<file path="src/mlf_defs.vh">
/*
 Constants for the motor lock and position-detect fault block.
 Assumes a 125 MHz core clock; times are converted to cycles here.
*/
`ifndef MLF_DEFS_VH
`define MLF_DEFS_VH
`define MLF_CLK_HZ 125000000
`define MLF_NO_MOTOR_MS 500
`define MLF_NO_MOTOR_CYC ((`MLF_CLK_HZ / 1000) * `MLF_NO_MOTOR_MS)
`define MLF_TMR_BITS 12
`define MLF_STARTUP_IPD 2'h2
`define MLF_RATE_10M_DIV 14'h000D
`define MLF_RATE_1M_DIV 14'h007D
`define MLF_RATE_100K_DIV 14'h04E2
`define MLF_RATE_10K_DIV 14'h30D4
`define MLF_MODE_LATCH 2'h0
`define MLF_MODE_RETRY 2'h1
`define MLF_GATE_OFF 2'h0
`define MLF_GATE_RECIRC 2'h1
`define MLF_GATE_HS_ON 2'h2
`define MLF_GATE_LS_ON 2'h3
`define MLF_RETRY_DEF_CYC 125000000
`endif

</file>
<file path="src/mlf_lock_fault.v">
/*
 Motor lock detection, parameter-measurement faults and position-detect
 timer faults with lock response handling.
 Assumes all analog-derived values come from logic on the same clock;
 only the regulator-ready level comes from outside and is synchronised.
*/
`timescale 1ns/1ps
`include "mlf_defs.vh"

module mlf_lock_fault #(
	parameter SPD_W = 16,
	parameter NO_MOTOR_CYC = `MLF_NO_MOTOR_CYC,
	parameter RETRY_W = 32,
	parameter TMR_W = `MLF_TMR_BITS, // Ramp timer width; shrink only to speed up tests
	parameter [13:0] RATE0_DIV = `MLF_RATE_10M_DIV, // Clock cycles per 10 MHz tick
	parameter [13:0] RATE1_DIV = `MLF_RATE_1M_DIV, // Clock cycles per 1 MHz tick
	parameter [13:0] RATE2_DIV = `MLF_RATE_100K_DIV, // Clock cycles per 100 kHz tick
	parameter [13:0] RATE3_DIV = `MLF_RATE_10K_DIV // Clock cycles per 10 kHz tick
) (
	input wire clk,
	input wire arst_n,
	input wire regulator_ready,
	input wire overspeed_lock_event_lock_enable,
	input wire bemf_mismatch_lock_event_lock_enable,
	input wire no_motor_lock_enable,
	input wire [SPD_W-1:0] measured_speed,
	input wire [SPD_W-1:0] overspeed_threshold,
	input wire [SPD_W-1:0] bemf_estimated,
	input wire [SPD_W-1:0] bemf_expected,
	input wire [SPD_W-1:0] bemf_mismatch_threshold,
	input wire [SPD_W-1:0] phase_a_current,
	input wire [SPD_W-1:0] phase_b_current,
	input wire [SPD_W-1:0] phase_c_current,
	input wire [SPD_W-1:0] missing_motor_current_threshold,
	input wire [3:0] lock_response_mode,
	input wire [RETRY_W-1:0] lock_retry_time,
	input wire alarm_pin_disable,
	input wire fault_clear_command,
	input wire resist_induct_meas_active,
	input wire bemf_const_meas_active,
	input wire [SPD_W-1:0] measured_bemf,
	input wire [SPD_W-1:0] stationary_detect_threshold,
	input wire [1:0] startup_method_select,
	input wire pulse_start,
	input wire ramp_current_reached,
	input wire ramp_current_zero,
	input wire position_timeout_fault_enable,
	input wire position_pulse_rate_fault_enable,
	output reg overspeed_lock_event_ff,
	output reg bemf_mismatch_lock_event_ff,
	output reg missing_motor_event_ff,
	output reg motor_lock_flag_ff,
	output reg controller_fault_ff,
	output reg param_meas_ramp_fault_ff,
	output reg param_meas_bemf_fault_ff,
	output reg position_ramp_timeout_fault_ff,
	output reg position_decay_timeout_fault_ff,
	output reg position_pulse_rate_fault_ff,
	output reg gate_hold_ff,
	output reg [1:0] gate_state_ff,
	output reg fault_out_n_ff
);
	// Ramp phase states, one-hot
	localparam ST_IDLE = 3'b001;
	localparam ST_UP = 3'b010;
	localparam ST_DOWN = 3'b100;
	localparam [TMR_W-1:0] TMR_MAX = {TMR_W{1'b1}};

	reg reg_meta_ff; // First synchroniser stage
	reg reg_sync_ff; // Regulator ready, synchronised
	reg [31:0] low_cnt_ff; // Low-current duration counter
	reg [2:0] st_ff; // Ramp phase
	reg [1:0] rate_ff; // Timer rate index, 0 = 10 MHz
	reg [13:0] div_ff; // Rate divider
	reg [TMR_W-1:0] tmr_ff; // Ramp timer, 12 bits by default
	reg [RETRY_W-1:0] retry_cnt_ff; // Retry time counter
	reg retry_run_ff; // Retry timing in progress
	reg [13:0] div_top; // Current divider length
	wire tick; // Timer enable pulse
	wire ovf; // Timer overflow this cycle
	wire ipd_mode; // Position detect selected
	wire any_low; // A phase below threshold
	wire ev_spd, ev_bemf, ev_nomtr, lock_ev;
	wire mode_act; // Protective modes
	wire mode_rep; // Report only
	wire [SPD_W-1:0] bemf_gap;

	// Divider length per fallback rate
	always @* begin
		case (rate_ff)
			2'h0: div_top = RATE0_DIV;
			2'h1: div_top = RATE1_DIV;
			2'h2: div_top = RATE2_DIV;
			default: div_top = RATE3_DIV;
		endcase
	end

	assign tick = (div_ff == div_top - 14'h0001);
	assign ovf = tick && (tmr_ff == TMR_MAX);
	assign ipd_mode = (startup_method_select == `MLF_STARTUP_IPD);
	assign any_low = (phase_a_current < missing_motor_current_threshold) ||
		(phase_b_current < missing_motor_current_threshold) ||
		(phase_c_current < missing_motor_current_threshold);
	assign bemf_gap = (bemf_estimated > bemf_expected) ? bemf_estimated - bemf_expected :
		bemf_expected - bemf_estimated;
	assign ev_spd = overspeed_lock_event_lock_enable && (measured_speed > overspeed_threshold);
	assign ev_bemf = bemf_mismatch_lock_event_lock_enable && (bemf_gap > bemf_mismatch_threshold);
	assign ev_nomtr = no_motor_lock_enable && any_low &&
		(low_cnt_ff >= NO_MOTOR_CYC - 1);
	assign lock_ev = ev_spd || ev_bemf || ev_nomtr;
	// Disabled is 1xx1; every 1xx0, 1000 included, is treated as report only
	assign mode_act = !lock_response_mode[3];
	assign mode_rep = lock_response_mode[3] && !lock_response_mode[0];

	// Regulator-ready synchroniser
	always @(posedge clk or negedge arst_n) begin
		if (!arst_n) begin
			reg_meta_ff <= 1'b0;
			reg_sync_ff <= 1'b0;
		end else begin
			reg_meta_ff <= regulator_ready;
			reg_sync_ff <= reg_meta_ff;
		end
	end

	// Continuous low-current timer, restarts when all phases recover
	always @(posedge clk or negedge arst_n) begin
		if (!arst_n) begin
			low_cnt_ff <= 32'h00000000;
		end else if (!any_low || !no_motor_lock_enable) begin
			low_cnt_ff <= 32'h00000000;
		end else if (low_cnt_ff < NO_MOTOR_CYC) begin
			low_cnt_ff <= low_cnt_ff + 32'h00000001;
		end
	end

	// Ramp-up / ramp-down timer with stepped rate fallback
	always @(posedge clk or negedge arst_n) begin
		if (!arst_n) begin
			st_ff <= ST_IDLE;
			rate_ff <= 2'h0;
			div_ff <= 14'h0000;
			tmr_ff <= {TMR_W{1'b0}};
		end else begin
			div_ff <= tick ? 14'h0000 : div_ff + 14'h0001;
			if (tick) begin
				tmr_ff <= tmr_ff + 1'b1;
			end
			case (st_ff)
				ST_IDLE: begin
					if (pulse_start && (ipd_mode || resist_induct_meas_active)) begin
						st_ff <= ST_UP;
						rate_ff <= 2'h0;
						div_ff <= 14'h0000;
						tmr_ff <= {TMR_W{1'b0}};
					end
				end
				ST_UP: begin
					if (ramp_current_reached) begin
						st_ff <= ST_DOWN;
						rate_ff <= 2'h0;
						div_ff <= 14'h0000;
						tmr_ff <= {TMR_W{1'b0}};
					end else if (ovf) begin
						// Slower clock retry; give up after the slowest
						if (rate_ff == 2'h3) begin
							st_ff <= ST_IDLE;
						end
						rate_ff <= rate_ff + 2'h1;
						tmr_ff <= {TMR_W{1'b0}};
					end
				end
				ST_DOWN: begin
					if (ramp_current_zero) begin
						st_ff <= ST_IDLE;
					end else if (pulse_start) begin
						// Next pulse before decay: restart ramp
						st_ff <= ST_UP;
						rate_ff <= 2'h0;
						tmr_ff <= {TMR_W{1'b0}};
					end else if (ovf) begin
						if (rate_ff == 2'h3) begin
							st_ff <= ST_IDLE;
						end
						rate_ff <= rate_ff + 2'h1;
						tmr_ff <= {TMR_W{1'b0}};
					end
				end
				default: st_ff <= ST_IDLE;
			endcase
		end
	end

	// Fault flags, lock response and retry; a new event wins over a clear
	always @(posedge clk or negedge arst_n) begin
		if (!arst_n) begin
			overspeed_lock_event_ff <= 1'b0;
			bemf_mismatch_lock_event_ff <= 1'b0;
			missing_motor_event_ff <= 1'b0;
			motor_lock_flag_ff <= 1'b0;
			controller_fault_ff <= 1'b0;
			param_meas_ramp_fault_ff <= 1'b0;
			param_meas_bemf_fault_ff <= 1'b0;
			position_ramp_timeout_fault_ff <= 1'b0;
			position_decay_timeout_fault_ff <= 1'b0;
			position_pulse_rate_fault_ff <= 1'b0;
			gate_hold_ff <= 1'b0;
			gate_state_ff <= `MLF_GATE_OFF;
			fault_out_n_ff <= 1'b0;
			retry_cnt_ff <= {RETRY_W{1'b0}};
			retry_run_ff <= 1'b0;
		end else begin
			// The clear command drops lock flags only once the cause has gone and no retry is running
			if (fault_clear_command && !lock_ev && !retry_run_ff) begin
				overspeed_lock_event_ff <= 1'b0;
				bemf_mismatch_lock_event_ff <= 1'b0;
				missing_motor_event_ff <= 1'b0;
				motor_lock_flag_ff <= 1'b0;
				controller_fault_ff <= 1'b0;
				gate_hold_ff <= 1'b0;
			end
			if (fault_clear_command) begin
				param_meas_ramp_fault_ff <= 1'b0;
				param_meas_bemf_fault_ff <= 1'b0;
				position_ramp_timeout_fault_ff <= 1'b0;
				position_decay_timeout_fault_ff <= 1'b0;
				position_pulse_rate_fault_ff <= 1'b0;
			end
			// Retry countdown: resume and drop lock flags at expiry
			if (retry_run_ff) begin
				if (retry_cnt_ff >= lock_retry_time) begin
					retry_run_ff <= 1'b0;
					gate_hold_ff <= 1'b0;
					overspeed_lock_event_ff <= 1'b0;
					bemf_mismatch_lock_event_ff <= 1'b0;
					missing_motor_event_ff <= 1'b0;
					motor_lock_flag_ff <= 1'b0;
					controller_fault_ff <= 1'b0;
				end else begin
					retry_cnt_ff <= retry_cnt_ff + 1'b1;
				end
			end
			if (lock_ev && (mode_act || mode_rep) && !retry_run_ff) begin
				controller_fault_ff <= 1'b1;
				motor_lock_flag_ff <= 1'b1;
				if (ev_spd) overspeed_lock_event_ff <= 1'b1;
				if (ev_bemf) bemf_mismatch_lock_event_ff <= 1'b1;
				if (ev_nomtr) missing_motor_event_ff <= 1'b1;
				if (mode_act) begin
					gate_hold_ff <= 1'b1;
					gate_state_ff <= lock_response_mode[1:0];
					if (lock_response_mode[3:2] == `MLF_MODE_RETRY) begin
						retry_run_ff <= 1'b1;
						retry_cnt_ff <= {RETRY_W{1'b0}};
					end
				end
			end
			if (resist_induct_meas_active && st_ff == ST_UP && ovf && rate_ff == 2'h3) begin
				param_meas_ramp_fault_ff <= 1'b1;
			end
			if (bemf_const_meas_active && measured_bemf < stationary_detect_threshold) begin
				param_meas_bemf_fault_ff <= 1'b1;
			end
			if (position_timeout_fault_enable && ipd_mode && ovf && rate_ff == 2'h3) begin
				if (st_ff == ST_UP) position_ramp_timeout_fault_ff <= 1'b1;
				if (st_ff == ST_DOWN) position_decay_timeout_fault_ff <= 1'b1;
			end
			if (position_pulse_rate_fault_enable && st_ff == ST_DOWN && pulse_start &&
				!ramp_current_zero) begin
				position_pulse_rate_fault_ff <= 1'b1;
			end
			// Fault pin: low until regulators up, then on held or reported fault
			fault_out_n_ff <= reg_sync_ff && !(gate_hold_ff ||
				(controller_fault_ff && !alarm_pin_disable));
		end
	end
endmodule // mlf_lock_fault

</file>
<file path="config.mk">
export PLATFORM = sky130hd
export DESIGN_NAME = mlf_lock_fault
export DESIGN_NICKNAME = d
export VERILOG_FILES = /design/src/mlf_lock_fault.v
export VERILOG_INCLUDE_DIRS = /design/src /design/src/src
export SDC_FILE = /design/constraint.sdc
export NUM_CORES = 1
export LEC_CHECK = 0
export ABC_AREA = 0
export ABC_CLOCK_PERIOD_IN_PS = 3910
export BUFFER_PORTS_ARGS = -buffer_cell sky130_fd_sc_hd__clkbuf_2
export CELL_PAD_IN_SITES_DETAIL_PLACEMENT = 1
export CELL_PAD_IN_SITES_GLOBAL_PLACEMENT = 2
export CORE_ASPECT_RATIO = 0.7
export CORE_MARGIN = 10
export CORE_UTILIZATION = 32
export DETAILED_ROUTE_END_ITERATION = 10
export GPL_ROUTABILITY_DRIVEN = 0
export GPL_TIMING_DRIVEN = 0
export MAX_ROUTING_LAYER = met4
export PLACE_DENSITY = 0.86
export SYNTH_ARGS = -nofsm -noshare
export SYNTH_HDL_FRONTEND = slang
export SYNTH_SLANG_ARGS = --single-unit
</file>
<file path="constraint.sdc">
create_clock -name clk -period 3.91 [get_ports clk]
set_clock_uncertainty 0.15 [all_clocks]
set_input_delay 0.1955 -clock clk [delete_from_list [all_inputs] [get_ports clk]]
set_output_delay 0.1955 -clock clk [all_outputs]
set_load 0.05 [all_outputs]
</file>
Word-level counts from Yosys, hierarchy flattened
Index checks and enable logic that the tools add are counted.
- add/sub/neg operators: 8
- $lt $le $gt $ge: 10
- equal/unequal tests: 12
- multiplexer cells: 76
- bitwise gates (word level): 1
- reductions and logical operators: 48
- operators with widths (kind ; count):
    2-to-1 mux 32 bit ; 7
    2-to-1 mux 12 bit ; 6
    adder 32 x 1 -> 32 bit, second input constant ; 2
    < comparator 16 bit ; 4
    > comparator 16 bit ; 3
    2-to-1 mux 1 bit ; 43
    2-to-1 mux 14 bit ; 3
    case mux 14 bit (3 select lines) ; 1
    case mux 12 bit (3 select lines) ; 1
    greater-or-equal comparator 32 x 26 -> 1 bit, second input constant ; 1
    greater-or-equal comparator 32 bit ; 1
    < comparator 32 x 26 -> 1 bit, second input constant ; 1
    subtractor 16 bit ; 2
    case mux 14 bit (2 select lines) ; 1
    logical AND 1 bit ; 23
    2-to-1 mux 3 bit ; 6
    2-to-1 mux 16 bit ; 1
    adder 14 x 1 -> 14 bit, second input constant ; 1
    equality test 14 bit ; 1
    subtractor 14 x 1 -> 14 bit, second input constant ; 1
    adder 12 x 1 -> 12 bit, second input constant ; 1
    equality test 12 bit, second input constant ; 1
    2-to-1 mux 2 bit ; 5
    zero test 1 bit ; 9
    16 further kinds ; 30
- register bits: 112
- input port bits: 229
- output and inout bits: 14
- logic and storage cells: 177

Longest topological paths before layout
Gate-level depths: netlist of the first run.
- depth after elaboration: 14
- gate-level depth with buffers: 25

Least setup slack after synthesis of the first run
OpenSTA, ideal clock, no wires.
- path type: input to register
- start: in bemf_estimated[11]
- end: reg gate_state_ff[0]
- library setup time: 125 ps
- data arrival time: 4296 ps
- required time: 3635 ps
- slack: -660 ps
- stages on the path: 21
- buffers on the path: 4
- cell sequence: inv_1 > ha_1 > buf_2 > a21oi_1 > o21ai_0 > a211oi_1 > or2_2 > clkbuf_1 > and2_4 > buf_6 > buf_4 > mux2i_1 > xnor2_1 > ha_1 > a21o_1 > a221o_1 > a221oi_1 > o21ai_0 > o221a_2 > o31ai_2 > mux2_2
- longest elaborated chain between the ends: 9
- ends and longest elaborated chain (item ; RTL line ; text):
    from (decl) ; mlf_lock_fault.v:28 ; input wire [SPD_W-1:0] bemf_estimated,
    subtractor 16 bit, or another cell as far along ; mlf_lock_fault.v:105 ; bemf_expected - bemf_estimated;
    2-to-1 mux 16 bit * ; mlf_lock_fault.v:104 ; assign bemf_gap = (bemf_estimated > bemf_expected) ? bemf_estimated - bemf_expected :
    > comparator 16 bit * ; mlf_lock_fault.v:107 ; assign ev_bemf = bemf_mismatch_lock_event_lock_enable && (bemf_gap > bemf_mismatch_threshold);
    logical AND 1 bit * ; mlf_lock_fault.v:107 ;
    logical OR 1 bit * (2 in series) ; mlf_lock_fault.v:110 ; assign lock_ev = ev_spd || ev_bemf || ev_nomtr;
    logical AND 1 bit * (2 in series) ; mlf_lock_fault.v:243 ; if (lock_ev && (mode_act || mode_rep) && !retry_run_ff) begin
    AND reduction 2 bit (no source line) * ; -- ;
    to (signal assigned) ; mlf_lock_fault.v:208 ; gate_state_ff <= `MLF_GATE_OFF;
    to (signal assigned) ; mlf_lock_fault.v:251 ; gate_state_ff <= lock_response_mode[1:0];
    to (decl) ; mlf_lock_fault.v:60 ; output reg [1:0] gate_state_ff,
Every way passes the cells marked *; elsewhere a longest branch is shown, timed or not.
A chain may end at the register's enable or synchronous reset.

Final worst setup path of the first run
- start: in bemf_estimated[3]
- end: reg overspeed_lock_event_ff
- longest elaborated chain between the ends: 14
- ends and longest elaborated chain (item ; RTL line ; text):
    subtractor 16 bit, or another cell as far along ; mlf_lock_fault.v:105 ;
    2-to-1 mux 16 bit * ; mlf_lock_fault.v:104 ;
    > comparator 16 bit * ; mlf_lock_fault.v:107 ;
    logical AND 1 bit * ; mlf_lock_fault.v:107 ;
    logical OR 1 bit * (2 in series) ; mlf_lock_fault.v:110 ;
    zero test 1 bit ; mlf_lock_fault.v:214 ; if (fault_clear_command && !lock_ev && !retry_run_ff) begin
    logical AND 1 bit (2 in series) ; mlf_lock_fault.v:214 ;
    2-to-1 mux 1 bit ; mlf_lock_fault.v:214 ;
    2-to-1 mux 1 bit ; mlf_lock_fault.v:231 ; if (retry_cnt_ff >= lock_retry_time) begin
    2-to-1 mux 1 bit ; mlf_lock_fault.v:230 ; if (retry_run_ff) begin
    2-to-1 mux 1 bit ; mlf_lock_fault.v:246 ; if (ev_spd) overspeed_lock_event_ff <= 1'b1;
    2-to-1 mux 1 bit * ; mlf_lock_fault.v:243 ;
    to (signal assigned) ; mlf_lock_fault.v:215 ; overspeed_lock_event_ff <= 1'b0;
    to (signal assigned) ; mlf_lock_fault.v:234 ; overspeed_lock_event_ff <= 1'b0;
    to (signal assigned) ; mlf_lock_fault.v:246 ;
    to (decl) ; mlf_lock_fault.v:49 ; output reg overspeed_lock_event_ff,
Marks and branches as above.

==> flow_metrics.env, run 1 <==
export IMPL_postSynthCellCount=1240
export IMPL_hp_class="primary input to register"
export IMPL_dieArea_mm2=0.0399
export IMPL_fin_cells=1959
export IMPL_clockRootBuffer="clkbuf_16"
export IMPL_first_iter_violations=383
export IMPL_drive_above_1_share_pct=26.5
export IMPL_vias_per_cell=5.08
export IMPL_netlist_area_leader_share_pct=27.0
export IMPL_rr_startpoint="retry_cnt_ff[22]"
export IMPL_drt_total_wl_um=35600
export IMPL_violations="negative setup slack"
export IMPL_synth_area_leaders="dfrtp_1 27%, ha_1 20%, inv_1 5.9%, a21oi_1 4.8%, nor2_1 3.6%"
export IMPL_slew_headroom_pct=41.1
export IMPL_postSynthAreaPerCell_um2=8.31
export IMPL_r2r_end="retry_cnt_ff[30]"
export IMPL_power_density_mw_per_mm2=317
export IMPL_r2r_slack_ps=210
export IMPL_htree_levels=3
export IMPL_critPathLaunch="bemf_estimated[3]"
export IMPL_setup_viol=41
export IMPL_min_period_ps=4510
export IMPL_clk_latency_ps=370
export IMPL_crit_required_ps=4010
export IMPL_rsz0062_at_grt="true"
export IMPL_ff2ff_path_depth=10
export IMPL_rows=54
export IMPL_fin_crit_sh_pct=115
export IMPL_ys_flop_type="dfrtp_1"
export IMPL_dieWidth_um=234
export IMPL_clockBufferDepth=2
export IMPL_crit_type="primary input to register"
export IMPL_synthesis_nets=1637
export IMPL_tightestPinTransition_ps=876
export IMPL_yosysTopAreaCell="dfrtp_1"
export IMPL_finalNetCount=1930
export IMPL_grt_pass1_wl_um=57700
export IMPL_area_delta_synth_final_pct=29.0
export IMPL_antenna_found_initial=1
export IMPL_dr_pass1_iters=4
export IMPL_path_max_fanout=8
export IMPL_outcome="finished, violations left"
export IMPL_antenna_left=0
export IMPL_grt_max_degree=80
export IMPL_routed_wl_met2_um=16600
export IMPL_ys_seq_elements=112
export IMPL_core_region_area_mm2=0.0314
export IMPL_top_layer="met4"
export IMPL_yosysWarningCount=0
export IMPL_synth_edf_count=0
export IMPL_cts_buffers=9
export IMPL_dp_cells=1903
export IMPL_endpoint="overspeed_lock_event_ff"
export IMPL_grt_pass1_vias=10824
export IMPL_setup_tns_ps=-20960
export IMPL_clkTransAtPathRegs_ps=80
export IMPL_cap_violations=0
export IMPL_setup_ws_ps=-601
export IMPL_post_drt_wl_per_cell_um=18.2
export IMPL_async_flop_share_pct=100
export IMPL_ir_drop_mv=0.281
export IMPL_grt_usage_pct=18.3
export IMPL_synth_cell_type_count=77
export IMPL_hpwlAfterDp_um=28800
export IMPL_num_io_pins=243
export IMPL_die_height_um=170
export IMPL_clkSinkCount=112
export IMPL_netlist_area_mm2=0.0103
export IMPL_routed_via_count=9961
export IMPL_drv_slew=0
export IMPL_cp_arrival_ps=4610
export IMPL_fill_cells=3827
export IMPL_wl_met1_um=17000
export IMPL_hold_violations=0
export IMPL_start_util_pct=32.8
export IMPL_tritoncts="done"
export IMPL_wl_met3_um=1630
export IMPL_p_leak_nw=6.81
export IMPL_max_freq_mhz=222
export IMPL_ys_seq_area_share_pct=27.2
export IMPL_critPathLaunchType="primary input"
export IMPL_drc=0
export IMPL_grt_remaining_overflow=0
export IMPL_port_buffers=242
export IMPL_crit_path_end_kind="register"
cell type report:
cell class | count | area [um2] | share of cell area [%]
Inverter | 164 | 628 | 4.73
Antenna cell | 1 | 2.50 | 0.0188
Clock inverter | 6 | 72.6 | 0.546
Tap cell | 420 | 526 | 3.95
Buffer | 28 | 184 | 1.38
Multi-Input combinational cell | 929 | 7150 | 53.8
Clock buffer | 10 | 239 | 1.80
Sequential cell | 112 | 2800 | 21.1
Timing Repair Buffer | 289 | 1690 | 12.7
sequential cells by signal, indices dropped and copies added (netlist names), 2 cells and up:
name	flops
low_cnt_ff	32
div_ff	14
retry_cnt_ff	32
rate_ff	2
st_ff	3
tmr_ff	12
gate_state_ff	2
per-stage QoR:
step	setup slack, ps	utilization, %	hold WS [ps]	power (mW)	area (um2)
floorplan	-527	-	-250	2.47	10400
global placement	-1590	38.6	157	2.96	12100
detailed placement	-1670	38.7	-23.3	3.04	12200
CTS	-587	41.7	29.3	4.18	13100
global route	-740	42.3	73.7	4.52	13300
finish	-601	42.3	61.4	4.22	13300
worst max-delay path: stages:
cell	delay, ps
clkbuf_2	90
inv_1	40
ha_1	270
clkbuf_4	180
and3_4	200
a221oi_2	60
o21a_1	200
or3_4	400
and2_4	200
o21a_1	200
buf_4	140
a221oi_2	290
xnor2_1	210
ha_1	320
nand3_2	100
nor3_4	50
a221oi_2	280
o21ai_2	110
o221a_4	260
buf_6	130
nor4b_4	310
o21a_2	260
o21ai_1	110
report_power, final:
group	internal, mW	switching [mW]
Combinational	0.727	1.06
Clock	0.525	0.477
Sequential	1.28	0.143
Total	2.54	1.68
how the worst min path moves through the flow:
stage / from / end / slack [ps] / cells past startpoint
2_1_floorplan: arst_n / bemf_mismatch_lock_event_ff / -250 / 0
3_3_place_gp: regulator_ready / reg_meta_ff / 160 / 1
3_5_place_dp: arst_n / retry_cnt_ff[13] / -20 / 1
4_1_cts: lock_response_mode[3] / overspeed_lock_event_ff / 30 / 4
5_1_grt: lock_response_mode[3] / bemf_mismatch_lock_event_ff / 70 / 4
6_report: fault_clear_command / position_decay_timeout_fault_ff / 60 / 2
cell usage after synthesis, types with 12 or more instances:
cell      number
inv_1        163
xnor2_1       32
dfrtp_1      111
a21o_1        33
ha_1         166
nand3_1       47
clkbuf_1      16
a21oi_1       99
o21ai_0       57
xor2_1        36
nor3_1        17
nor2b_1       14
buf_2         12
nand2_1       80
nand4_1       35
or3_1         25
nor2_1       100
and3_1        26
logic make-up (layout without fill, tap and decap cells):
kind of cell / count (synthesis) / in the layout / synth area share [%]
other cells: 0 / 1 / 0
simple gates: 404 / 404 / 20.2
flops: 112 / 112 / 27.2
xor+xnor: 68 / 68 / 5.78
compound gates: 278 / 278 / 17.4
buf+inv: 199 / 497 / 7.76
mux: 11 / 11 / 1.11
fa+ha+maj: 168 / 168 / 20.6
cell usage in the layout, fill, tap and decap left out, types with 7 or more instances in the layout:
cell type	n
a21o_1	33
a21oi_1	72
a21oi_2	24
a31oi_1	7
and3_1	24
buf_4	28
buf_6	10
clkbuf_1	15
clkbuf_16	9
clkbuf_2	238
dfrtp_1	111
dlygate4sd3_1	15
ha_1	157
ha_4	8
inv_1	155
nand2_1	79
nand3_1	44
nand4_1	35
nor2_1	93
nor2b_1	14
nor3_1	16
nor4_1	7
o21a_1	7
o21ai_0	53
o21bai_1	9
or3_1	24
xnor2_1	31
xor2_1	36
repair_timing:
item | in CTS | in global routing
pin swaps | 24 | 25
setup buffers | 25 | 4
hold buffers | 15 | 0
endpoints found under the setup margin | 41 | 41
resized for setup | 74 | 44
cloned | 2 | 0
endpoints found under the hold margin | 92 | 0
metal layers:
metal / up-vias / track usage, %
met5: - / -
met4: 0 / 2.42
met1: 4816 / 24.3
li1: 4936 / -
met3: 28 / 3.61
met2: 181 / 28.9
(Power assumes the default switching activity.)
==> inputs of run 2 (changes only) <==
--- a/config.mk
+++ b/config.mk
@@ -10,15 +10,16 @@
 export ABC_CLOCK_PERIOD_IN_PS = 3910
 export BUFFER_PORTS_ARGS = -buffer_cell sky130_fd_sc_hd__clkbuf_2
 export CELL_PAD_IN_SITES_DETAIL_PLACEMENT = 1
-export CELL_PAD_IN_SITES_GLOBAL_PLACEMENT = 2
+export CELL_PAD_IN_SITES_GLOBAL_PLACEMENT = 1
 export CORE_ASPECT_RATIO = 0.7
 export CORE_MARGIN = 10
-export CORE_UTILIZATION = 32
+export CORE_UTILIZATION = 41
 export DETAILED_ROUTE_END_ITERATION = 10
 export GPL_ROUTABILITY_DRIVEN = 0
 export GPL_TIMING_DRIVEN = 0
+export HOLD_SLACK_MARGIN = 0.12
 export MAX_ROUTING_LAYER = met4
-export PLACE_DENSITY = 0.86
+export PLACE_DENSITY = 0.87
 export SYNTH_ARGS = -nofsm -noshare
 export SYNTH_HDL_FRONTEND = slang
 export SYNTH_SLANG_ARGS = --single-unit
==> constraint.sdc (replaced) <==
create_clock -name clk -period 3.91 [get_ports clk]
set_clock_uncertainty 0.15 [all_clocks]
set_input_delay 0.782 -clock clk [delete_from_list [all_inputs] [get_ports clk]]
set_output_delay 0.782 -clock clk [all_outputs]
set_load 0.05 [all_outputs]
==> flow_metrics.env, run 2 (synthesis results as in run 1) <==
export IMPL_outcome="finished, violations left"
export IMPL_violations="negative setup slack"
export IMPL_grt_pass1_vias=11249
export IMPL_wl_met1_um=16900
export IMPL_place_ws_ps=-2370
export IMPL_antenna_left=0
export IMPL_hpwlAfterDp_um=29200
export IMPL_fill_cells=3033
export IMPL_rsz0062_at_grt="true"
export IMPL_clkTransAtPathRegs_ps=80
export IMPL_critPathLaunch="bemf_estimated[0]"
export IMPL_core_region_area_mm2=0.0247
export IMPL_final_cell_mix="238 x clkbuf_2, 158 x ha_1, 155 x inv_1"
export IMPL_dieWidth_um=209
export IMPL_min_period_ps=5390
export IMPL_wl_met3_um=2120
export IMPL_power_density_mw_per_mm2=333
export IMPL_drive_above_1_share_pct=26.0
export IMPL_vias_per_cell=5.73
export IMPL_num_io_pins=243
export IMPL_finalNetCount=1928
export IMPL_grt_usage_pct=23.0
export IMPL_top_regs="low_cnt_ff x32, retry_cnt_ff x32, div_ff x14"
export IMPL_crit_path_end_kind="register"
export IMPL_grt_pass1_wl_um=59300
export IMPL_area_delta_synth_final_pct=26.6
export IMPL_clockBufferDepth=2
export IMPL_max_freq_mhz=185
export IMPL_cts_buffers=9
export IMPL_cpPeakStageDelay_ps=430
export IMPL_port_buffers=242
export IMPL_grt_max_degree=113
export IMPL_worstHoldStart="reg_meta_ff"
export IMPL_drt_total_wl_um=39500
export IMPL_p_leak_nw=6.82
export IMPL_path_max_fanout=5
export IMPL_fin_util_pct=52.8
export IMPL_crit_slowest_cell="a221oi_2"
export IMPL_dr_pass1_iters=5
export IMPL_setup_viol=41
export IMPL_post_drt_wl_per_cell_um=21.2
export IMPL_crit_required_ps=4000
export IMPL_rows=48
export IMPL_clockRootBuffer="clkbuf_16"
export IMPL_cap_violations=0
export IMPL_ctsHoldBuffers=0
export IMPL_htree_levels=3
export IMPL_ir_drop_mv=0.265
export IMPL_critPathLaunchType="primary input"
export IMPL_setup_ws_ps=-1480
export IMPL_dpl_cell_area_mm2=0.0120
export IMPL_slew_headroom_pct=36.4
export IMPL_die_height_um=153
export IMPL_rr_startpoint="retry_cnt_ff[13]"
export IMPL_antenna_found_initial=4
export IMPL_clk_latency_ps=370
export IMPL_clkSinkCount=112
export IMPL_start_util_pct=41.7
export IMPL_fin_crit_sh_pct=138
export IMPL_cp_arrival_ps=5490
export IMPL_hold_violations=0
export IMPL_grt_remaining_overflow=0
export IMPL_hp_class="register to register"
export IMPL_routed_wl_met2_um=19600
export IMPL_final_common_cell="clkbuf_2"
export IMPL_first_iter_violations=657
export IMPL_drc=0
export IMPL_fin_area_mm2=0.0130
export IMPL_drv_slew=0
export IMPL_tightestPinTransition_ps=954
export IMPL_path_cells="buf_8 > inv_4 > ha_4 > inv_4 > fa_2 > a21o_1 > a221oi_2 > o21a_1 > or3_4 > and2_4 > buf_4 > a21o_1 > xnor2_1 > ha_1 > and2_1 > a221o_1 > a221oi_2 > o21ai_2 > o221a_4 > o31ai_4 > buf_6 > mux2_4"
export IMPL_crit_type="primary input to register"
export IMPL_top_layer="met4"
export IMPL_finalPower_mw=4.35
export IMPL_routed_via_count=10686
export IMPL_dieArea_mm2=0.0320
export IMPL_tritoncts="done"
## run 2: cell count changes in the layout (fill, tap and decap cells not counted), moves of 5 or more
cell           delta
buf_4            +14
nor2_1            +5
nor2_2            -5
dlygate4sd3_1    -15
a21oi_1          +18
a21oi_2          -15
## run 2: cell type report
cell class	instances	area [um2]	area share [%]
plain buffers	28	191	1.47
clock buffers	9	225	1.73
multi-input cells	929	7070	54.2
inverters	164	632	4.85
well taps	325	407	3.12
repair buffers	287	1610	12.4
clock inverters	7	92.6	0.710
flip-flops and latches	112	2800	21.5
diodes	4	10.0	0.0768
## run 2: worst paths after layout
path	depth (start not counted)	to	slack, ps
setup reg to reg	10	retry_cnt_ff[26]	310
hold reg to reg	0	reg_sync_ff	280
setup / recovery	22	gate_state_ff[0]	-1480
min in group asynchronous	1	retry_cnt_ff[9]	350
max in group asynchronous	1	div_ff[11]	2550
hold / removal	0	reg_sync_ff	280
## run 2: routing by layer
metal	up-vias	GRT usage, %
met5	-	-
met4	0	4.48
met3	91	3.81
met2	385	38.9
met1	5278	28.4
li1	4932	-
## run 2: per-stage QoR
step	hold WS (ps)	instances	setup TNS, ps
global route	295	1865	-62580
global placement	264	1807	-86370
floorplan	181	1240	-43990
detailed placement	273	1807	-93990
finish	283	1865	-57300
CTS	292	1844	-50860
## run 2: power by group
part	switching, mW	leakage, nW	internal, mW
registers	0.156	1.52	1.28
logic	1.14	5.14	0.743
clock network	0.497	0.158	0.520
total	1.80	6.82	2.55
## run 2: timing repair
action / 4_1_cts / 5_1_grt
resized for setup: 52 / 44
setup buffers: 27 / 19
cloned: 0 / 1
pin swaps: 24 / 37
setup endpoints to repair: 41 / 41
## run 2: worst max-delay path, delay by kind of cell
kind                     cells  cell delay (ps)
AO/OA/AOI/OAI                9             2410
XOR/XNOR                     1              190
adder cells (fa/ha/maj)      3              770
buffers and inverters        5              490
multiplexers                 1              290
AND/OR/NAND/NOR              3              520
